## config.mk

```make
export PLATFORM = sky130hd
export DESIGN_NAME = power_save_control
export DESIGN_NICKNAME = d
export VERILOG_FILES = /design/src/hw/power_save_pkg.sv /design/src/hw/doze_divider.sv /design/src/hw/power_save_control.sv /design/src/hw/regulator_select.sv
export VERILOG_INCLUDE_DIRS = /design/src /design/src/hw
export SDC_FILE = /design/constraint.sdc
export NUM_CORES = 1
export LEC_CHECK = 0
export BUFFER_PORTS_ARGS = -buffer_cell sky130_fd_sc_hd__buf_2
export CAP_MARGIN = 30
export CORE_MARGIN = 2
export CORE_UTILIZATION = 54
export CTS_CLUSTER_SIZE = 24
export DETAILED_ROUTE_END_ITERATION = 10
export PLACE_DENSITY = 0.78
export SYNTH_ARGS = -nofsm -noshare
export SYNTH_HDL_FRONTEND = slang
export SYNTH_HIERARCHICAL = 1
export SYNTH_SLANG_ARGS = --single-unit
export TNS_END_PERCENT = 100
```

## constraint.sdc

```tcl
create_clock -name clk -period 2.1 [get_ports clk]
set_clock_uncertainty 0.15 [all_clocks]
set_input_delay 0.315 -clock clk [delete_from_list [all_inputs] [get_ports clk]]
set_output_delay 0.315 -clock clk [all_outputs]
set_load 0.005 [all_outputs]
```

## src/hw/power_save_cfg.svh

```systemverilog
// constants for the power saving control block
`ifndef POWER_SAVE_CFG_SVH
`define POWER_SAVE_CFG_SVH

// register offsets
`define OFS_WAKE_CTRL    4'h0
`define OFS_IFLAG5       4'h1
`define OFS_RESET_CTRL   4'h2
`define OFS_CLK_DIV      4'h3
`define OFS_STATUS       4'h4
// field positions
`define BIT_WAKE_EN      15
`define BIT_WAKE_IDLE    13
`define BIT_SINK_EN      8
`define BIT_WAKE_FLAG    0
`define BIT_RET_EN       12
`define BIT_SLP_FULL     8
`define BIT_FULL_ON_INT  15
`define BIT_DOZE_HI      14
`define BIT_DOZE_LO      12
`define BIT_DOZE_EN      11
`define BIT_RET_FUSE     2
// writable masks (unimplemented bits read zero)
`define WAKE_CTRL_MASK   16'ha100
`define RESET_CTRL_MASK  16'h1100
`define CLK_DIV_MASK     16'hf800
// reset values
`define RESET_ZERO       16'h0000
// retention wake-up delay, in ns, and in cycles of the 100 ns clock
`define RET_WAKE_NS      2000
`define CLK_NS           100
`define RET_WAKE_CYC     ((`RET_WAKE_NS + `CLK_NS - 1) / `CLK_NS)
`endif

```

## src/hw/power_save_pkg.sv

```systemverilog
// types shared by the power saving control block
package power_save_pkg;
  // power state, one-hot
  typedef enum logic [4:0] {
    ST_RUN   = 5'b00001,
    ST_ENTER = 5'b00010,
    ST_SLEEP = 5'b00100,
    ST_IDLE  = 5'b01000,
    ST_WAKE  = 5'b10000
  } pwr_state_e;
  typedef logic [15:0] word_t;
endpackage

```

## src/hw/doze_divider.sv

```systemverilog
// cpu clock enable divider for doze mode
`include "power_save_cfg.svh"
`timescale 1ns/1ps
`default_nettype none
module doze_divider
  import power_save_pkg::*;
(
  // clock and reset
  input  wire logic       clk,
  input  wire logic       rst_b,
  // control
  input  wire logic       doze_active,
  input  wire logic [2:0] ratio,
  // output
  output logic            cpu_enable
);
  typedef struct packed {
    logic [6:0] count;
  } div_s;

  div_s st;
  div_s next_st;

  // ratio code n gives divide by 2**n
  function automatic logic [6:0] last_count(input logic [2:0] code);
    last_count = 7'((8'h01 << code) - 8'h01);
  endfunction

  // count within the ratio; restart at once when doze drops
  always_comb begin
    next_st = st;
    if (!doze_active || st.count >= last_count(ratio)) begin
      next_st.count = 7'h00;
    end else begin
      next_st.count = st.count + 7'h01;
    end
  end

  always_ff @(posedge clk) begin
    if (!rst_b) begin
      st <= '0;
    end else begin
      st <= next_st;
    end
  end

  // enable pulse keeps cpu in step with system clock
  assign cpu_enable = !doze_active || (st.count == 7'h00);

  // at ratio 1, a cpu pulse every second cycle
  AST_DOZE_PERIOD: assert property (@(posedge clk) disable iff (!rst_b)
    doze_active && ratio == 3'h1 && cpu_enable
      |=> (!cpu_enable || !doze_active)
      ##1 (cpu_enable || !doze_active || ratio != 3'h1))
    else $error("doze 1:2 cadence broken");
endmodule
`default_nettype wire

```

## src/hw/power_save_control.sv

```systemverilog
// power saving control: sleep/idle, discharge wake, regulator select, doze
//
// Strobed register access and the address map were left to the implementer.
`include "power_save_cfg.svh"
`timescale 1ns/1ps
`default_nettype none
module power_save_control
  import power_save_pkg::*;
(
  // clock and reset
  input  wire logic        clk,
  input  wire logic        rst_b,
  input  wire logic        por_event,
  // register port
  input  wire logic [3:0]  addr,
  input  wire logic [15:0] wdata,
  input  wire logic        wr,
  input  wire logic        rd,
  output logic [15:0]      rdata,
  // cpu side
  input  wire logic        power_save_instruction,
  input  wire logic        idle_select,
  input  wire logic        irq,
  output logic             cpu_run,
  output logic             cpu_enable,
  output logic             irq_deliver,
  // fuse and pin
  input  wire logic        retention_config_fuse,
  input  wire logic        wake_pin_in,
  output logic             sink_on,
  // regulators
  output logic             main_reg_on,
  output logic             main_reg_standby,
  output logic             ret_reg_on,
  output logic             flash_powered
);
  typedef struct packed {
    pwr_state_e  state;
    logic        idle_req;
    logic        held_irq;
    logic        ret_sleep;
    logic [7:0]  wake_cnt;
    word_t       wake_ctrl;
    logic        wake_flag;
    word_t       reset_ctrl;
    word_t       clk_div;
    word_t       rdata;
  } core_s;

  localparam logic [7:0] RET_WAKE = 8'(`RET_WAKE_CYC);

  core_s st;
  core_s next_st;
  logic  in_sleep;
  logic  ret_on;
  logic  unit_live;
  logic  pin_wake;
  logic  any_reset;

  // write helper that keeps unimplemented bits at zero
  function automatic word_t masked(input word_t val, input word_t mask);
    masked = val & mask;
  endfunction

  assign any_reset = !rst_b || por_event;
  assign in_sleep  = (st.state == ST_SLEEP);

  assign unit_live = st.wake_ctrl[`BIT_WAKE_EN] &&
                     !(st.state == ST_IDLE && st.wake_ctrl[`BIT_WAKE_IDLE]);
  // wake when pin reads logic low
  assign pin_wake  = unit_live && in_sleep && !wake_pin_in;

  // main next-state logic
  always_comb begin
    next_st = st;
    next_st.rdata = 16'h0000;
    // register reads, data next cycle
    if (rd) begin
      unique case (addr)
        `OFS_WAKE_CTRL:  next_st.rdata = st.wake_ctrl;
        `OFS_IFLAG5:     next_st.rdata = {15'h0000, st.wake_flag};
        `OFS_RESET_CTRL: next_st.rdata = st.reset_ctrl;
        `OFS_CLK_DIV:    next_st.rdata = st.clk_div;
        `OFS_STATUS:     next_st.rdata = {11'h000, st.state};
        default:         next_st.rdata = 16'h0000;
      endcase
    end
    // register writes
    if (wr) begin
      unique case (addr)
        `OFS_WAKE_CTRL:  next_st.wake_ctrl  = masked(wdata, `WAKE_CTRL_MASK);
        `OFS_IFLAG5:     next_st.wake_flag  = wdata[`BIT_WAKE_FLAG];
        `OFS_RESET_CTRL: next_st.reset_ctrl = masked(wdata, `RESET_CTRL_MASK);
        `OFS_CLK_DIV:    next_st.clk_div    = masked(wdata, `CLK_DIV_MASK);
        default: ;
      endcase
    end
    if (irq && st.clk_div[`BIT_FULL_ON_INT] && st.clk_div[`BIT_DOZE_EN]) begin
      next_st.clk_div[`BIT_DOZE_EN] = 1'b0;
    end
    unique case (st.state)
      ST_RUN: begin
        if (power_save_instruction) begin
          next_st.state    = ST_ENTER;
          next_st.idle_req = idle_select;
          next_st.held_irq = irq;
        end
      end
      ST_ENTER: begin
        next_st.held_irq = st.held_irq || irq;
        next_st.state    = st.idle_req ? ST_IDLE : ST_SLEEP;
        next_st.ret_sleep = !st.idle_req && ret_on_sleep(st);
      end
      ST_SLEEP: begin
        // wake right after entry if held
        if (st.held_irq || irq || pin_wake) begin
          next_st.held_irq = 1'b0;
          next_st.wake_cnt = st.ret_sleep ? RET_WAKE : 8'h00;
          next_st.state    = ST_WAKE;
        end
        // flag set, wins over a clear
        if (pin_wake) begin
          next_st.wake_flag = 1'b1;
        end
      end
      ST_IDLE: begin
        if (st.held_irq || irq) begin
          next_st.held_irq = 1'b0;
          next_st.wake_cnt = 8'h00;
          next_st.state    = ST_WAKE;
        end
      end
      // wait for core supply before resume
      ST_WAKE: begin
        if (st.wake_cnt == 8'h00) begin
          next_st.state     = ST_RUN;
          next_st.ret_sleep = 1'b0;
        end else begin
          next_st.wake_cnt = st.wake_cnt - 8'h01;
        end
      end
    endcase
  end

  // retention sleep decision taken at entry
  function automatic logic ret_on_sleep(input core_s s);
    ret_on_sleep = !retention_config_fuse && s.reset_ctrl[`BIT_RET_EN] &&
                   !s.reset_ctrl[`BIT_SLP_FULL];
  endfunction

  // state register
  always_ff @(posedge clk) begin
    if (any_reset) begin
      st <= '{state: ST_RUN, wake_ctrl: `RESET_ZERO, reset_ctrl: `RESET_ZERO,
              clk_div: `RESET_ZERO, rdata: `RESET_ZERO, default: '0};
    end else begin
      st <= next_st;
    end
  end

  // outputs
  assign rdata       = st.rdata;
  assign cpu_run     = (st.state == ST_RUN);
  // resume after wake with next instruction
  assign irq_deliver = cpu_run && irq;
  assign sink_on     = st.wake_ctrl[`BIT_WAKE_EN] && st.wake_ctrl[`BIT_SINK_EN];

  regulator_select u_reg (
    .ret_fuse         (retention_config_fuse),
    .ret_en           (st.reset_ctrl[`BIT_RET_EN]),
    .slp_full         (st.reset_ctrl[`BIT_SLP_FULL]),
    .in_sleep         (in_sleep),
    .main_reg_on      (main_reg_on),
    .main_reg_standby (main_reg_standby),
    .ret_reg_on       (ret_on),
    .flash_powered    (flash_powered)
  );
  assign ret_reg_on = ret_on;

  logic doze_en;
  logic cpu_tick;
  // doze only while bit is set
  assign doze_en = st.clk_div[`BIT_DOZE_EN];

  doze_divider u_doze (
    .clk         (clk),
    .rst_b       (rst_b && !por_event),
    .doze_active (doze_en),
    .ratio       (st.clk_div[`BIT_DOZE_HI:`BIT_DOZE_LO]),
    .cpu_enable  (cpu_tick)
  );
  assign cpu_enable = cpu_run && cpu_tick;

  AST_ENTRY_HOLD: assert property (@(posedge clk) disable iff (any_reset)
    st.state == ST_RUN && power_save_instruction && irq
      |=> st.state == ST_ENTER ##1 (st.state == ST_SLEEP || st.state == ST_IDLE)
      ##1 st.state == ST_WAKE)
    else $error("held interrupt did not wake after entry");

  AST_POR_CLEAR: assert property (@(posedge clk)
    por_event |=> st.wake_ctrl == 16'h0000 && st.clk_div == 16'h0000 && cpu_run)
    else $error("power-on did not clear state");

  AST_PIN_WAKE: assert property (@(posedge clk) disable iff (any_reset)
    pin_wake |=> st.state == ST_WAKE)
    else $error("pin low did not wake");

  AST_WAKE_FLAG: assert property (@(posedge clk) disable iff (any_reset)
    pin_wake |=> st.wake_flag)
    else $error("wake flag not set");

  AST_ENABLE_OFF: assert property (@(posedge clk) disable iff (any_reset)
    !st.wake_ctrl[`BIT_WAKE_EN] |-> !pin_wake && !sink_on)
    else $error("disabled unit acted");

  AST_SINK: assert property (@(posedge clk) disable iff (any_reset)
    wr && addr == `OFS_WAKE_CTRL && wdata[15] && wdata[8] |=> sink_on)
    else $error("sink not enabled by write");

  AST_MASK: assert property (@(posedge clk) disable iff (any_reset)
    rd && addr == `OFS_WAKE_CTRL |=> (rdata & 16'h5eff) == 16'h0000)
    else $error("unimplemented bits read nonzero");

  AST_RET_FUSE: assert property (@(posedge clk) disable iff (any_reset)
    retention_config_fuse |-> !ret_reg_on)
    else $error("retention on with fuse high");

  AST_RET_WAKE: assert property (@(posedge clk) disable iff (any_reset)
    st.state == ST_SLEEP && st.ret_sleep && $changed(st.state) == 1'b0
      && next_st.state == ST_WAKE |=> !cpu_run [*8])
    else $error("retention wake too short");

  AST_ROI: assert property (@(posedge clk) disable iff (any_reset)
    irq && st.clk_div[15] && st.clk_div[11] && !wr |=> !st.clk_div[11])
    else $error("interrupt did not end doze");
endmodule
`default_nettype wire

```

## src/hw/regulator_select.sv

```systemverilog
// sleep regulator selection
`include "power_save_cfg.svh"
`timescale 1ns/1ps
`default_nettype none
module regulator_select
  import power_save_pkg::*;
(
  // configuration
  input  wire logic ret_fuse,
  input  wire logic ret_en,
  input  wire logic slp_full,
  input  wire logic in_sleep,
  // regulator controls
  output logic      main_reg_on,
  output logic      main_reg_standby,
  output logic      ret_reg_on,
  output logic      flash_powered
);
  logic ret_allowed;

  // fuse programmed low and enable set
  // fuse high blocks retention for good
  assign ret_allowed = !ret_fuse && ret_en;

  // main off, retention only, in retention sleep
  assign ret_reg_on  = ret_allowed && !slp_full && in_sleep;
  assign main_reg_on = !ret_reg_on;

  // full power holds regulator and flash in sleep
  assign main_reg_standby = in_sleep && !slp_full && !ret_allowed;
  assign flash_powered    = !in_sleep || slp_full;
endmodule
`default_nettype wire

```

# Word-level counts from Yosys, hierarchy flattened
# Index checks and enable logic that the tools add are counted.
# Widths: inputs -> output; s select.
[totals] ff_bits=50 in_bits=30 output_inout_bits=24
[op_classes] addsub=3 order_cmp=1 n_eq_ne=14 shifts=1 muxes=23 bitwise_logic=2 n_reduce_logical=50
[op_table] op="$pmux 16 s5" n=1
[op_table] op="$mux 33" n=1
[op_table] op="$pmux 5 s5" n=1
[op_table] op="$mux 8" n=3
[op_table] op="$pmux 8 s3" n=1
[op_table] op="$mux 5" n=4
[op_table] op="$logic_and 1x1->1" n=16
[op_table] op="$mux 16" n=1
[op_table] op="$mux 13" n=1
[op_table] op="$reduce_and 4->1" n=3
[op_table] op="$logic_not 1->1" n=11
[op_table] op="$reduce_and 2->1" n=5
[op_table] op="$eq 4x2->1 const B" n=2
[op_table] op="$logic_not 8->1" n=1
[op_table] op="$sub 8x1->8 const B" n=1
[op_table] op="$add 7x1->7 const B" n=1
[op_table] op="$ge 7x7->1" n=1
[op_table] op="$logic_not 7->1" n=1
[op_table] op="$mux 7" n=1
[op_table] op="$shl 1x3->7 const A" n=1
[op_table] op="$sub 7x1->7 const B" n=1
[op_table] op="$logic_or 1x1->1" n=6
[op_table] op="$mux 1" n=6
[op_table] op="$ne 2x2->1 const B" n=3
[op_table] op="17 further kinds" n=21

# Longest topological paths before layout
# Gate-level depths: netlist of the first run.
[depth] word_depth=9 ltp_mapped=7 ltp_nobuf=6

# Hierarchy
# Netlist of the first run, hierarchy kept.
[by_module_without_submodules] module="power_save_control" instances=1 cells_each=206 area_each_um2=1841.8
[by_module_without_submodules] module="doze_divider" instances=1 cells_each=58 area_each_um2=508.0
[by_module_without_submodules] module="regulator_select" instances=1 cells_each=5 area_each_um2=38.8

# Worst setup path before layout of the first run
# No wires, ideal clock.
[synth_timing] path_kind="reg2reg" start="reg st[79] (netlist name)" end="reg st[69] (netlist name)" arrival_time_ns=1.589 setup_slack_ns=0.226 stages_incl_launch_ff=6 path_buffers=0 period_less_slack_ns=1.874 path_cell_list="dfxtp_1 > or3_4 > a311oi_4 > nor2_2 > o311ai_0 > o31ai_1"
[synth_between] elab_chain_cells=9 elab_cells_between_ends=15
[synth_rtl] item="from (decl)" line_no="power_save_control.sv:52" text="core_s st;"
[synth_rtl] item="from (signal assigned)" line_no="power_save_control.sv:154" text="st <= '{state: ST_RUN, wake_ctrl: `RESET_ZERO, reset_ctrl: `RESET_ZERO,"
[synth_rtl] item="from (signal assigned)" line_no="power_save_control.sv:157" text="st <= next_st;"
[synth_rtl] item="$eq 5x4->1" line_no="power_save_control.sv:69, power_save_control.sv:101"
[synth_rtl] item="$logic_and 1x1->1" line_no="power_save_control.sv:69" text="!(st.state == ST_IDLE && st.wake_ctrl[`BIT_WAKE_IDLE]);"
[synth_rtl] item="$logic_not 1->1" line_no="power_save_control.sv:69"
[synth_rtl] item="$logic_and 1x1->1" line_no="power_save_control.sv:68" text="assign unit_live = st.wake_ctrl[`BIT_WAKE_EN] &&"
[synth_rtl] item="$logic_and 1x1->1 (2 in series)" line_no="power_save_control.sv:71" text="assign pin_wake = unit_live && in_sleep && !wake_pin_in;"
[synth_rtl] item="$logic_or 1x1->1" line_no="power_save_control.sv:116" text="if (st.held_irq || irq || pin_wake) begin"
[synth_rtl] item="$ne 2x1->1 (no line)"
[synth_rtl] item="$reduce_and 4->1 (no line)"
# Several ways; a longest one is shown, not always the timed one.
# A chain may end at the register's enable or synchronous reset.

# Worst setup path in the final report of the first run
[layout_timing] start="reg u_doze/st[1] (netlist name)" end="out cpu_enable"
[layout_between] elab_chain_cells=3
[layout_rtl] item="from (decl)" line_no="doze_divider.sv:21" text="div_s st;"
[layout_rtl] item="from (signal assigned)" line_no="doze_divider.sv:43" text="st <= next_st;"
[layout_rtl] item="$logic_not 7->1" line_no="doze_divider.sv:48" text="assign cpu_enable = !doze_active || (st.count == 7'h00);"
[layout_rtl] item="$logic_or 1x1->1" line_no="doze_divider.sv:48"
[layout_rtl] item="net cpu_tick" line_no="power_save_control.sv:181" text="logic cpu_tick;"
[layout_rtl] item="$logic_and 1x1->1" line_no="power_save_control.sv:192" text="assign cpu_enable = cpu_run && cpu_tick;"
[layout_rtl] item="to (decl)" line_no="power_save_control.sv:25" text="output logic cpu_enable,"
# The timed path passes the listed nets, and every way through them passes these cells.

==> results.txt, run 1 <==
----------------------------------------------------
[Global routing]
  Global-route wire length before repair ... between 7000 and 8000 um
  Overflow left after global routing ... 0
  Antenna violations before repair ... 0
  All-Layer GR Usage ... 0.1969
  Via count of the first global-routing pass ... 1847
  Pin count of the biggest net entering global routing ... 24

[Yosys]
  Proportion of synthesized chip area in sequential cells ... 0.3772
  Number of distinct library cells after synthesis ... 55
  Number of synthesized register bits ... 45
  Instance count of the mapped netlist ... 269
  Avg Synthesized Cell Area ... 8.879 um2
  Number of synthesized flops with an enable pin ... 0
  Cell area after synthesis ... between 0.002 and 0.0025 mm2
  Fraction of synthesis flops using an asynchronous set or reset pin ... 0
  Yosys Warn Count ... 6
  Most instantiated flip-flop cell in the synthesis netlist ... sky130_fd_sc_hd__dfxtp_1

[Detailed routing]
  Wire length after detailed routing ... 4876 um
  DRC marker count from the first detailed-route iteration ... 82
  Final routed wire length divided by cell count ... approximately 13 um
  Total number of vias ... around 2000
  1st-pass router iterations ... 4
  ANT nets after route ... 0
  Post-detailed-route via-to-cell ratio ... ~5.6
  Remaining routing DRC violations ... 0

[Floorplanning]
  Area inside the core boundary ... 0.004294 mm2
  I/O pins ... 54
  Die Width ... approximately 71 um
  Initial standard-cell utilization of the core ... 0.5562
  Total Die Area ... roughly 0.0050 mm2
  Die outline height ... between 70 and 80 um
  Count of standard-cell rows ... 24

[Job]
  Max-cap violation count ... 0

[Critical path]
  Critical Path Max Stage Delay ... 0.47 ns
  Worst Setup End Kind ... output pin
  Cells along the critical path ... inv_1 -> ha_1 -> or4b_4 -> o31ai_4 -> and2_1 -> buf_2
  RR Endpoint ... st[67]$_SDFFE_PN0P_
  Startpoint of the most critical register-to-register path ... st[79]$_SDFFE_PN0P_
  Worst-case reg-to-reg path depth ... 5
  Worst reg2reg setup slack ... about 0.14 ns
  Classification of the worst setup path ... flop to output pin
  Cell type group with the largest total delay on the critical path ... simple AND/OR/NAND/NOR gates
  Kind of launch point of the worst setup path ... flop
  Worst path slowest cell ... sky130_fd_sc_hd__or4b_4
  Data required time of the critical path ... 1.63 ns
  Peak fanout along the critical path ... 3
  Buffers plus inverters on the worst setup path ... 2
  Data arrival time of the worst path ... 1.71 ns
  Critical path depth in cells ... 6

[CTS]
  CTS tree ... built
  Max H-tree Level ... 2
  Number of buffers inserted during clock tree synthesis ... 5
  Max clock buf depth ... 2
  Clock-pin transition on the worst setup and hold timing paths ... 0.09 ns
  Clock Sinks ... 45
  Clk_lat worst skew ... a little under 0.3 ns
  Clock Root Buffer ... sky130_fd_sc_hd__clkbuf_8

[Place]
  Pre-CTS WS ... roughly 0.14 ns
  Placed instance count ... approximately 350
  Final estimated routing congestion in global placement ... between 0.8 and 0.9
  Count of buffers inserted at the top-level ports ... 39
  HPWL reported at the end of detailed placement ... between 3000 and 4000 um

[Timing]
  Unrepaired setup endpoints after global routing ... yes
  Max-slew violation count ... 0
  Worst hold slack ... approximately 0.10 ns
  Final setup violation count ... 1
  Number of hold-slack violations in the final timing report ... 0
  Crit path time final ... 2.172 ns
  Maximum clock frequency ... approximately 460 MHz
  Final worst setup slack ... -0.07168 ns
  Share of the clock period used by the worst path after layout ... 1.034

[Finish]
  Total Nets Final ... 352
  Filler cell count ... around 360
  Count of inserted antenna diode cells ... 0
  Multi-input gate area ... between 0.001 and 0.0015 mm2
  Fin cells ... about 360
  Fraction of final layout cells sized beyond drive strength 1 ... 0.2660
  Area taken by flip-flops and latches ... ~910 um2
  Area growth, synth to finish ... 16.40%

[Power]
  LEAKAGE ... ~1.1 nW
  Post-layout total power ... between 1.5 and 2 mW
  Power per Cell Area ... between 500 and 600 mW/mm2
  Worst voltage drop across the vdd grid ... between 0.2 and 0.3 mV

[Status]
  Run status ... complete, but fails checks
  Violated checks ... setup timing

[Worst hold path]
  Class of the tightest hold or removal check ... input pin to flop
  Launch instance of the worst min-delay path ... wdata[14]
  Hold path depth ... 3
  WHS Endpoint ... st[30]$_SDFFE_PN0P_

----------------------------------------------------
-- through the flow --
step	area, um2	setup TNS, ns	util
after floorplan	2404	0	-
after global placement	2599	0	0.6052
after detailed placement	2599	0	0.6052
after CTS	2739	-0.07647	0.6378
after global routing	2780	-0.1446	0.6474
final	2780	-0.07168	0.6474
-- how the worst max path moves through the flow --
| stage | from | end | slack [ns] |
|---|---|---|---|
| after floorplan | st[79]$_SDFFE_PN0P_ | st[69]$_SDFFE_PN0P_ | 0.23 |
| after global placement | st[79]$_SDFFE_PN0P_ | st[71]$_SDFFE_PN0P_ | 0.16 |
| after detailed placement | st[79]$_SDFFE_PN0P_ | st[67]$_SDFFE_PN0P_ | 0.14 |
| after CTS | u_doze/st[1]$_SDFF_PP0_ | cpu_enable | -0.08 |
| after global routing | u_doze/st[1]$_SDFF_PP0_ | cpu_enable | -0.14 |
| final | u_doze/st[1]$_SDFF_PP0_ | cpu_enable | -0.07 |
-- state kept, by name, indices dropped and copies added, names as in the netlist --
| register | count |
|---|---|
| st | 26 |
| rdata | 11 |
| u_doze/st | 7 |
| doze_en | 1 |
-- worst min-delay path, cell delays in order --
cell and delay, ns:
sky130_fd_sc_hd__buf_2 0.07, sky130_fd_sc_hd__mux2i_1 0.05, sky130_fd_sc_hd__nor2_1 0.08
-- cells in the mapped netlist, types with 5 or more instances --
cell,number,area [um2]
sky130_fd_sc_hd__nand3b_1,5,37.54
sky130_fd_sc_hd__inv_1,7,26.28
sky130_fd_sc_hd__nand3_1,10,50.05
sky130_fd_sc_hd__and2_1,8,50.05
sky130_fd_sc_hd__buf_4,16,120.1
sky130_fd_sc_hd__nand2b_1,6,37.54
sky130_fd_sc_hd__a211oi_1,7,52.55
sky130_fd_sc_hd__a21oi_1,15,75.07
sky130_fd_sc_hd__mux2i_1,12,120.1
sky130_fd_sc_hd__nor2_1,29,108.9
sky130_fd_sc_hd__nor3_1,5,25.02
sky130_fd_sc_hd__ha_1,11,137.6
sky130_fd_sc_hd__o31ai_1,5,37.54
sky130_fd_sc_hd__dfxtp_1,45,900.9
sky130_fd_sc_hd__nand2_1,18,67.56
-- per-layer routing --
layer	global-route usage	part of all wire	vias to the layer above
met3	0.04618	0.053	9
met2	0.3281	0.48	55
met1	0.2491	0.45	924
met4	0.07051	0.016	0
met5	0	0	-
li1	-	-	1034
-- placed cells by master, fill, tap and decap left out, types with 4 or more instances in the layout --
master / instances
sky130_fd_sc_hd__o21ai_0: 4
sky130_fd_sc_hd__conb_1: 5
sky130_fd_sc_hd__ha_1: 11
sky130_fd_sc_hd__nand3b_1: 5
sky130_fd_sc_hd__nand3_1: 10
sky130_fd_sc_hd__buf_4: 13
sky130_fd_sc_hd__nor3b_1: 4
sky130_fd_sc_hd__nor2_1: 28
sky130_fd_sc_hd__clkbuf_8: 6
sky130_fd_sc_hd__o31ai_1: 4
sky130_fd_sc_hd__inv_1: 6
sky130_fd_sc_hd__a211oi_1: 7
sky130_fd_sc_hd__dfxtp_1: 41
sky130_fd_sc_hd__a22oi_1: 4
sky130_fd_sc_hd__buf_2: 39
sky130_fd_sc_hd__a21oi_1: 15
sky130_fd_sc_hd__nand2b_1: 6
sky130_fd_sc_hd__mux2i_1: 12
sky130_fd_sc_hd__nor3_1: 5
sky130_fd_sc_hd__nand2_1: 18
sky130_fd_sc_hd__and2_1: 8
-- logic make-up (layout without fill, tap and decap cells) --
kind of cell | Yosys count | after routing | synth area share
AO/OA/AOI/OAI | 52 | 52 | 0.1556
XOR/XNOR | 4 | 4 | 0.01467
adder cells (fa/ha/maj) | 11 | 11 | 0.05762
buffers and inverters | 29 | 68 | 0.07124
flip-flops | 45 | 45 | 0.3772
multiplexers | 12 | 12 | 0.05029
other | 1 | 5 | 0.001570
AND/OR/NAND/NOR | 115 | 115 | 0.2719
-- power by group --
| group | switching, mW | internal (mW) |
|---|---|---|
| Sequential | 0.00432 | 0.855 |
| Combinational | 0.0551 | 0.0463 |
| Clock | 0.303 | 0.387 |
-- what timing repair did --
action                                  4_1_cts  5_1_grt
resized for setup                             4       11
pin swaps                                     1        1
hold buffers                                  0        0
setup buffers                                 2        1
endpoints found under the setup margin        3        6
-- cell type report --
cell class | instances | area share
Clock inverter | 2 | 0.01350
Clock buffer | 6 | 0.02970
Sequential cell | 45 | 0.3267
Timing Repair Buffer | 52 | 0.1053
Inverter | 8 | 0.01080
Tap cell | 52 | 0.02340
Multi-Input combinational cell | 199 | 0.4905
Note: power is estimated with default switching activity, not from simulation.
==> inputs of run 2 (changes only) <==
--- a/config.mk
+++ b/config.mk
@@ -9,10 +9,10 @@
 export BUFFER_PORTS_ARGS = -buffer_cell sky130_fd_sc_hd__buf_2
 export CAP_MARGIN = 30
 export CORE_MARGIN = 2
-export CORE_UTILIZATION = 54
+export CORE_UTILIZATION = 45
 export CTS_CLUSTER_SIZE = 24
 export DETAILED_ROUTE_END_ITERATION = 10
-export PLACE_DENSITY = 0.78
+export PLACE_DENSITY = 0.69
 export SYNTH_ARGS = -nofsm -noshare
 export SYNTH_HDL_FRONTEND = slang
 export SYNTH_HIERARCHICAL = 1
==> constraint.sdc (replaced) <==
create_clock -name clk -period 1.8 [get_ports clk]
set_clock_uncertainty 0.15 [all_clocks]
set_input_delay 0.27 -clock clk [delete_from_list [all_inputs] [get_ports clk]]
set_output_delay 0.27 -clock clk [all_outputs]
set_load 0.005 [all_outputs]
==> run 2 against run 1 <==
Effect of this change:
- the flow still finishes with violations (setup timing)
- routed wire length up 18%
- sequential share of layout area down 4.8 points
- cell count increased by 14%
- global-route usage down 0.57 points
- sequential cell count did not move
- clock power decreased by 9.9%
- largest power group unchanged
==> results.txt, run 2 (synthesis gave the netlist of run 1 again) <==
----------------------------------------------------
[Critical path]
  Data required time of the critical path ... around 1.4 ns
  Kind of launch point of the worst setup path ... flop
  Data arrival time of the worst path ... 1.68 ns
  Worst Setup End Kind ... output pin
  Classification of the worst setup path ... flop to output pin
  Peak fanout along the critical path ... 2

[Power]
  LEAKAGE ... between 1 and 1.5 nW
  Power per Cell Area ... roughly 540 mW/mm2
  Worst voltage drop across the vdd grid ... 0.3116 mV
  Post-layout total power ... about 1.8 mW

[Detailed routing]
  1st-pass router iterations ... 4
  Final routed wire length divided by cell count ... between 10 and 15 um
  DRC marker count from the first detailed-route iteration ... 70
  Wire length after detailed routing ... 5768 um
  ANT nets after route ... 0
  Remaining routing DRC violations ... 0
  Total number of vias ... 2169
  Post-detailed-route via-to-cell ratio ... ~5.2

[Global routing]
  Pin count of the biggest net entering global routing ... 14
  Overflow left after global routing ... 0
  All-Layer GR Usage ... 0.1912
  Antenna violations before repair ... 0
  Global-route wire length before repair ... a little over 9000 um
  Via count of the first global-routing pass ... about 2100

[Timing]
  Final setup violation count ... 16
  Max-slew violation count ... 0
  Worst hold slack ... between 0.06 and 0.07 ns
  Number of hold-slack violations in the final timing report ... 0
  Final worst setup slack ... -0.3039 ns
  Unrepaired setup endpoints after global routing ... yes
  Maximum clock frequency ... around 480 MHz
  Share of the clock period used by the worst path after layout ... 1.169
  Crit path time final ... between 2 and 2.5 ns

[Job]
  Max-cap violation count ... 0

[Place]
  HPWL reported at the end of detailed placement ... between 3000 and 4000 um
  Final estimated routing congestion in global placement ... about 0.92
  Count of buffers inserted at the top-level ports ... 39

[Finish]
  Area growth, synth to finish ... 36.88%
  Flip-flop count of the largest register, all copies and words added ... 26
  Total Nets Final ... between 300 and 400
  Count of inserted antenna diode cells ... 0
  Final core utilization ... 0.6401
  Biggest register ... st
  Fraction of final layout cells sized beyond drive strength 1 ... 0.4249
  Filler cell count ... ~420
  Leading cell type in the layout, fill and taps excluded ... sky130_fd_sc_hd__buf_4
  Commonest cells after routing, fill and taps aside ... 39 x sky130_fd_sc_hd__buf_4, 37 x sky130_fd_sc_hd__dfxtp_1, 36 x sky130_fd_sc_hd__buf_2, 23 x sky130_fd_sc_hd__nor2_1, 17 x sky130_fd_sc_hd__nand2_1

[CTS]
  CTS tree ... built
  Hold-fix buffer count after cts ... 0
  Number of buffers inserted during clock tree synthesis ... 5
  Clock-pin transition on the worst setup and hold timing paths ... 0.09 ns
  Clock Root Buffer ... sky130_fd_sc_hd__clkbuf_8
  Clk_lat worst skew ... roughly 0.3 ns
  Max clock buf depth ... 2
  Max H-tree Level ... 2
  Clock Sinks ... between 40 and 50

[Status]
  Violated checks ... setup timing
  Run status ... complete, but fails checks

[Floorplanning]
  Count of standard-cell rows ... 26
  Area inside the core boundary ... roughly 0.0051 mm2
  Die outline height ... roughly 77 um
  Initial standard-cell utilization of the core ... 0.4677
  Die Width ... slightly below 80 um
  Total Die Area ... about 0.006 mm2
  I/O pins ... 54

[Worst hold path]
  Class of the tightest hold or removal check ... input pin to flop

----------------------------------------------------
-- run 2: routing by layer --
layer	vias up	share of wire	track usage
met2	59	0.49	0.3219
li1	1097	-	-
met1	1008	0.47	0.2399
met3	5	0.041	0.04588
met4	0	0.0071	0.06182
met5	-	0	0
-- run 2: final timing paths --
| kind | start | to | slack (ns) | cells past startpoint |
|---|---|---|---|---|
| worst max-delay path | u_doze/st[0]$_SDFF_PP0_ | cpu_enable | -0.30 | 6 |
| worst min-delay path | wdata[14] | st[30]$_SDFFE_PN0P_ | 0.06 | 3 |
| worst max register to register | st[77]$_SDFFE_PN0P_ | st[69]$_SDFFE_PN0P_ | -0.16 | 6 |
| worst min register to register | st[62]$_SDFFE_PN0P_ | st[62]$_SDFFE_PN0P_ | 0.32 | 2 |
-- run 2: worst max-delay path, cell delays in order (launching register included) --
cell and delay (ns):
sky130_fd_sc_hd__dfxtp_2 0.33, sky130_fd_sc_hd__inv_2 0.05, sky130_fd_sc_hd__ha_1 0.14, sky130_fd_sc_hd__or4b_4 0.45, sky130_fd_sc_hd__o31ai_2 0.17, sky130_fd_sc_hd__and2_1 0.14, sky130_fd_sc_hd__buf_2 0.10
-- run 2: metrics by stage --
stage | area [um2] | TNS [ns] | instances | worst slack, ns
finish | 3269 | -2.437 | 416 | -0.3039
detailed placement | 2784 | -1.295 | 392 | -0.1556
global route | 3269 | -3.565 | 416 | -0.3788
floorplan | 2409 | 0 | 273 | 0.005990
global placement | 2784 | -1.068 | 392 | -0.1335
CTS | 3049 | -2.434 | 406 | -0.3095
-- run 2: area by class of cell --
cell class | count | area [um2] | area share
clock buffer | 6 | 72.57 | 0.02220
clock inverter | 2 | 10.01 | 0.003062
inverter | 8 | 30.03 | 0.009185
multi-input combinational | 199 | 1544 | 0.4723
sequential | 45 | 910.9 | 0.2786
tap | 70 | 87.58 | 0.02679
timing repair buffer | 86 | 614.3 | 0.1879
-- run 2: what timing repair did --
action	4_1_cts	5_1_grt
resized for setup	28	35
hold endpoints to repair	0	0
setup endpoints to repair	23	24
pin swaps	17	11
setup buffers	6	10
-- run 2: power by group --
part           internal, mW  leakage, nW  switching [mW]
clock                 0.270       0.0450           0.352
sequential            0.999        0.367         0.00449
combinational        0.0783        0.906          0.0744
total                  1.35         1.32           0.431
==> inputs of run 3 (changes only) <==
--- a/config.mk
+++ b/config.mk
@@ -12,7 +12,7 @@
 export CORE_UTILIZATION = 45
 export CTS_CLUSTER_SIZE = 24
 export DETAILED_ROUTE_END_ITERATION = 10
-export PLACE_DENSITY = 0.69
+export PLACE_DENSITY = 0.66
 export SYNTH_ARGS = -nofsm -noshare
 export SYNTH_HDL_FRONTEND = slang
 export SYNTH_HIERARCHICAL = 1
==> constraint.sdc (replaced) <==
create_clock -name clk -period 2.36 [get_ports clk]
set_clock_uncertainty 0.15 [all_clocks]
set_input_delay 0.354 -clock clk [delete_from_list [all_inputs] [get_ports clk]]
set_output_delay 0.354 -clock clk [all_outputs]
set_load 0.005 [all_outputs]
==> run 3 against run 2 <==
Effect of this change:
- the run now ends clean
- sequential cell count is the same
- hold slack gained 0.075 ns
- die area is the same
- combinational power shrank 44%
- non-clock buffer count shrank 40
- via count shrank 10%
- largest power group unchanged
==> results.txt, run 3 (synthesis gave the netlist of run 1 again) <==
----------------------------------------------------
[Floorplanning]
  Area inside the core boundary ... between 0.005 and 0.006 mm2
  I/O pins ... between 50 and 60
  Count of standard-cell rows ... 26
  Die outline height ... slightly below 80 um
  Initial standard-cell utilization of the core ... 0.4677
  Die Width ... 76.86 um
  Total Die Area ... about 0.006 mm2

[Finish]
  Fraction of final layout cells sized beyond drive strength 1 ... 0.2418
  Count of inserted antenna diode cells ... 0
  Commonest cells after routing, fill and taps aside ... 43 x sky130_fd_sc_hd__dfxtp_1, 39 x sky130_fd_sc_hd__buf_2, 29 x sky130_fd_sc_hd__nor2_1, 18 x sky130_fd_sc_hd__nand2_1, 15 x sky130_fd_sc_hd__a21oi_1
  Flip-flop count of the largest register, all copies and words added ... 26
  Total Nets Final ... ~350
  Biggest register ... st
  Multi-input gate area ... around 0.0014 mm2
  Area growth, synth to finish ... 16.24%
  Filler cell count ... approximately 520
  Final core utilization ... 0.5436
  Area taken by flip-flops and latches ... just over 900 um2
  Leading cell type in the layout, fill and taps excluded ... sky130_fd_sc_hd__dfxtp_1

[Critical path]
  Classification of the worst setup path ... flop to output pin
  Startpoint of the most critical register-to-register path ... st[77]$_SDFFE_PN0P_
  Data arrival time of the worst path ... 1.78 ns
  Worst-case reg-to-reg path depth ... 5
  Data required time of the critical path ... 1.86 ns
  Peak fanout along the critical path ... 5
  Worst reg2reg setup slack ... roughly 0.31 ns
  RR Endpoint ... st[69]$_SDFFE_PN0P_
  Worst Setup End Kind ... output pin
  Kind of launch point of the worst setup path ... flop

[Timing]
  Maximum clock frequency ... 438.0 MHz
  Crit path time final ... 2.283 ns
  Slew @ Worst Pin ... slightly above 0.6 ns
  Share of the clock period used by the worst path after layout ... 0.9674
  Final setup violation count ... 0
  Number of hold-slack violations in the final timing report ... 0
  Max-slew violation count ... 0
  Worst slew margin ... 0.5834
  Setup total negative slack ... 0 ns

[Job]
  Max-cap violation count ... 0

[Place]
  Count of buffers inserted at the top-level ports ... 39
  Final estimated routing congestion in global placement ... 0.8631
  HPWL reported at the end of detailed placement ... around 3600 um

[CTS]
  Max H-tree Level ... 2
  Number of buffers inserted during clock tree synthesis ... 5
  Clk_lat worst skew ... ~0.29 ns
  Hold-fix buffer count after cts ... 0
  Max clock buf depth ... 2
  Clock-pin transition on the worst setup and hold timing paths ... about 0.090 ns
  Clock Sinks ... 45
  CTS tree ... built
  Clock Root Buffer ... sky130_fd_sc_hd__clkbuf_8

[Power]
  Worst voltage drop across the vdd grid ... around 0.2 mV
  Post-layout total power ... roughly 1.5 mW
  Power per Cell Area ... roughly 550 mW/mm2
  LEAKAGE ... 1.079 nW

[Detailed routing]
  1st-pass router iterations ... 4
  Remaining routing DRC violations ... 0
  Post-detailed-route via-to-cell ratio ... around 5.2
  ANT nets after route ... 0
  DRC marker count from the first detailed-route iteration ... between 50 and 60
  Wire length after detailed routing ... 4932 um
  Final routed wire length divided by cell count ... roughly 13 um
  Total number of vias ... about 2000

[Worst hold path]
  Class of the tightest hold or removal check ... input pin to flop
  Hold path depth ... 3
  Launch instance of the worst min-delay path ... idle_select
  WHS Endpoint ... st[75]$_SDFFE_PN0P_

[Global routing]
  All-Layer GR Usage ... 0.1734
  Pin count of the biggest net entering global routing ... 18
  Global-route wire length before repair ... about 8400 um
  Antenna violations before repair ... 0
  Overflow left after global routing ... 0
  Via count of the first global-routing pass ... about 1800

[Status]
  Run status ... finished clean

----------------------------------------------------
[run 3: cell types whose count changed in the layout (fill, tap and decap cells not counted), sizes merged]
cell	before	now
buf	86	46
clkinv	3	2
bufinv	0	2
clkbuf	6	5
[run 3: power by group]
| group | switching (mW) | internal [mW] |
|---|---|---|
| clock network | 0.261 | 0.421 |
| logic | 0.0469 | 0.0387 |
| registers | 0.00415 | 0.761 |
[run 3: layout make-up]
class / instances / share of cell area
Clock buffer: 5 / 0.02479
Clock inverter: 3 / 0.02343
Inverter: 8 / 0.01172
Multi-Input combinational cell: 199 / 0.4930
Sequential cell: 45 / 0.3263
Tap cell: 70 / 0.03155
Timing Repair Buffer: 46 / 0.08923
[run 3: worst max path at each step]
stage	start	end	slack (ns)	depth (start not counted)
2_1_floorplan	st[79]$_SDFFE_PN0P_	st[69]$_SDFFE_PN0P_	0.49	5
3_3_place_gp	st[79]$_SDFFE_PN0P_	st[69]$_SDFFE_PN0P_	0.34	5
3_5_place_dp	st[79]$_SDFFE_PN0P_	st[72]$_SDFFE_PN0P_	0.30	5
4_1_cts	st[80]$_SDFFE_PN0P_	cpu_enable	0.02	4
5_1_grt	u_doze/st[1]$_SDFF_PP0_	cpu_enable	-0.02	6
6_report	u_doze/st[1]$_SDFF_PP0_	cpu_enable	0.08	6
[run 3: per-layer routing]
metal	track usage	vias to the layer above	part of all wire
li1	-	1015	-
met1	0.2321	887	0.49
met2	0.2737	43	0.46
met3	0.04235	7	0.045
met4	0.05636	0	0.013
met5	0	-	0
[run 3: through the flow]
stage | instance area (um2) | worst slack [ns] | hold slack, ns | cells
2_1_floorplan | 2404 | 0.4865 | 0.2825 | 273
3_3_place_gp | 2591 | 0.3416 | 0.2962 | 367
3_5_place_dp | 2591 | 0.2975 | 0.2974 | 367
4_1_cts | 2725 | 0.02466 | 0.1340 | 375
5_1_grt | 2776 | -0.01523 | 0.1424 | 376
6_report | 2776 | 0.07686 | 0.1394 | 376
[run 3: worst max-delay path, cell delays in order (launching register included)]
cell and delay [ns]:
sky130_fd_sc_hd__dfxtp_2 0.36, sky130_fd_sc_hd__inv_2 0.07, sky130_fd_sc_hd__ha_4 0.12, sky130_fd_sc_hd__or4b_4 0.46, sky130_fd_sc_hd__o31ai_4 0.24, sky130_fd_sc_hd__and2_1 0.14, sky130_fd_sc_hd__buf_2 0.10
[run 3: what timing repair did]
action                                  4_1_cts  5_1_grt
gates resized for setup                       0       12
endpoints found under the setup margin        0        2
buffers inserted                              0        1
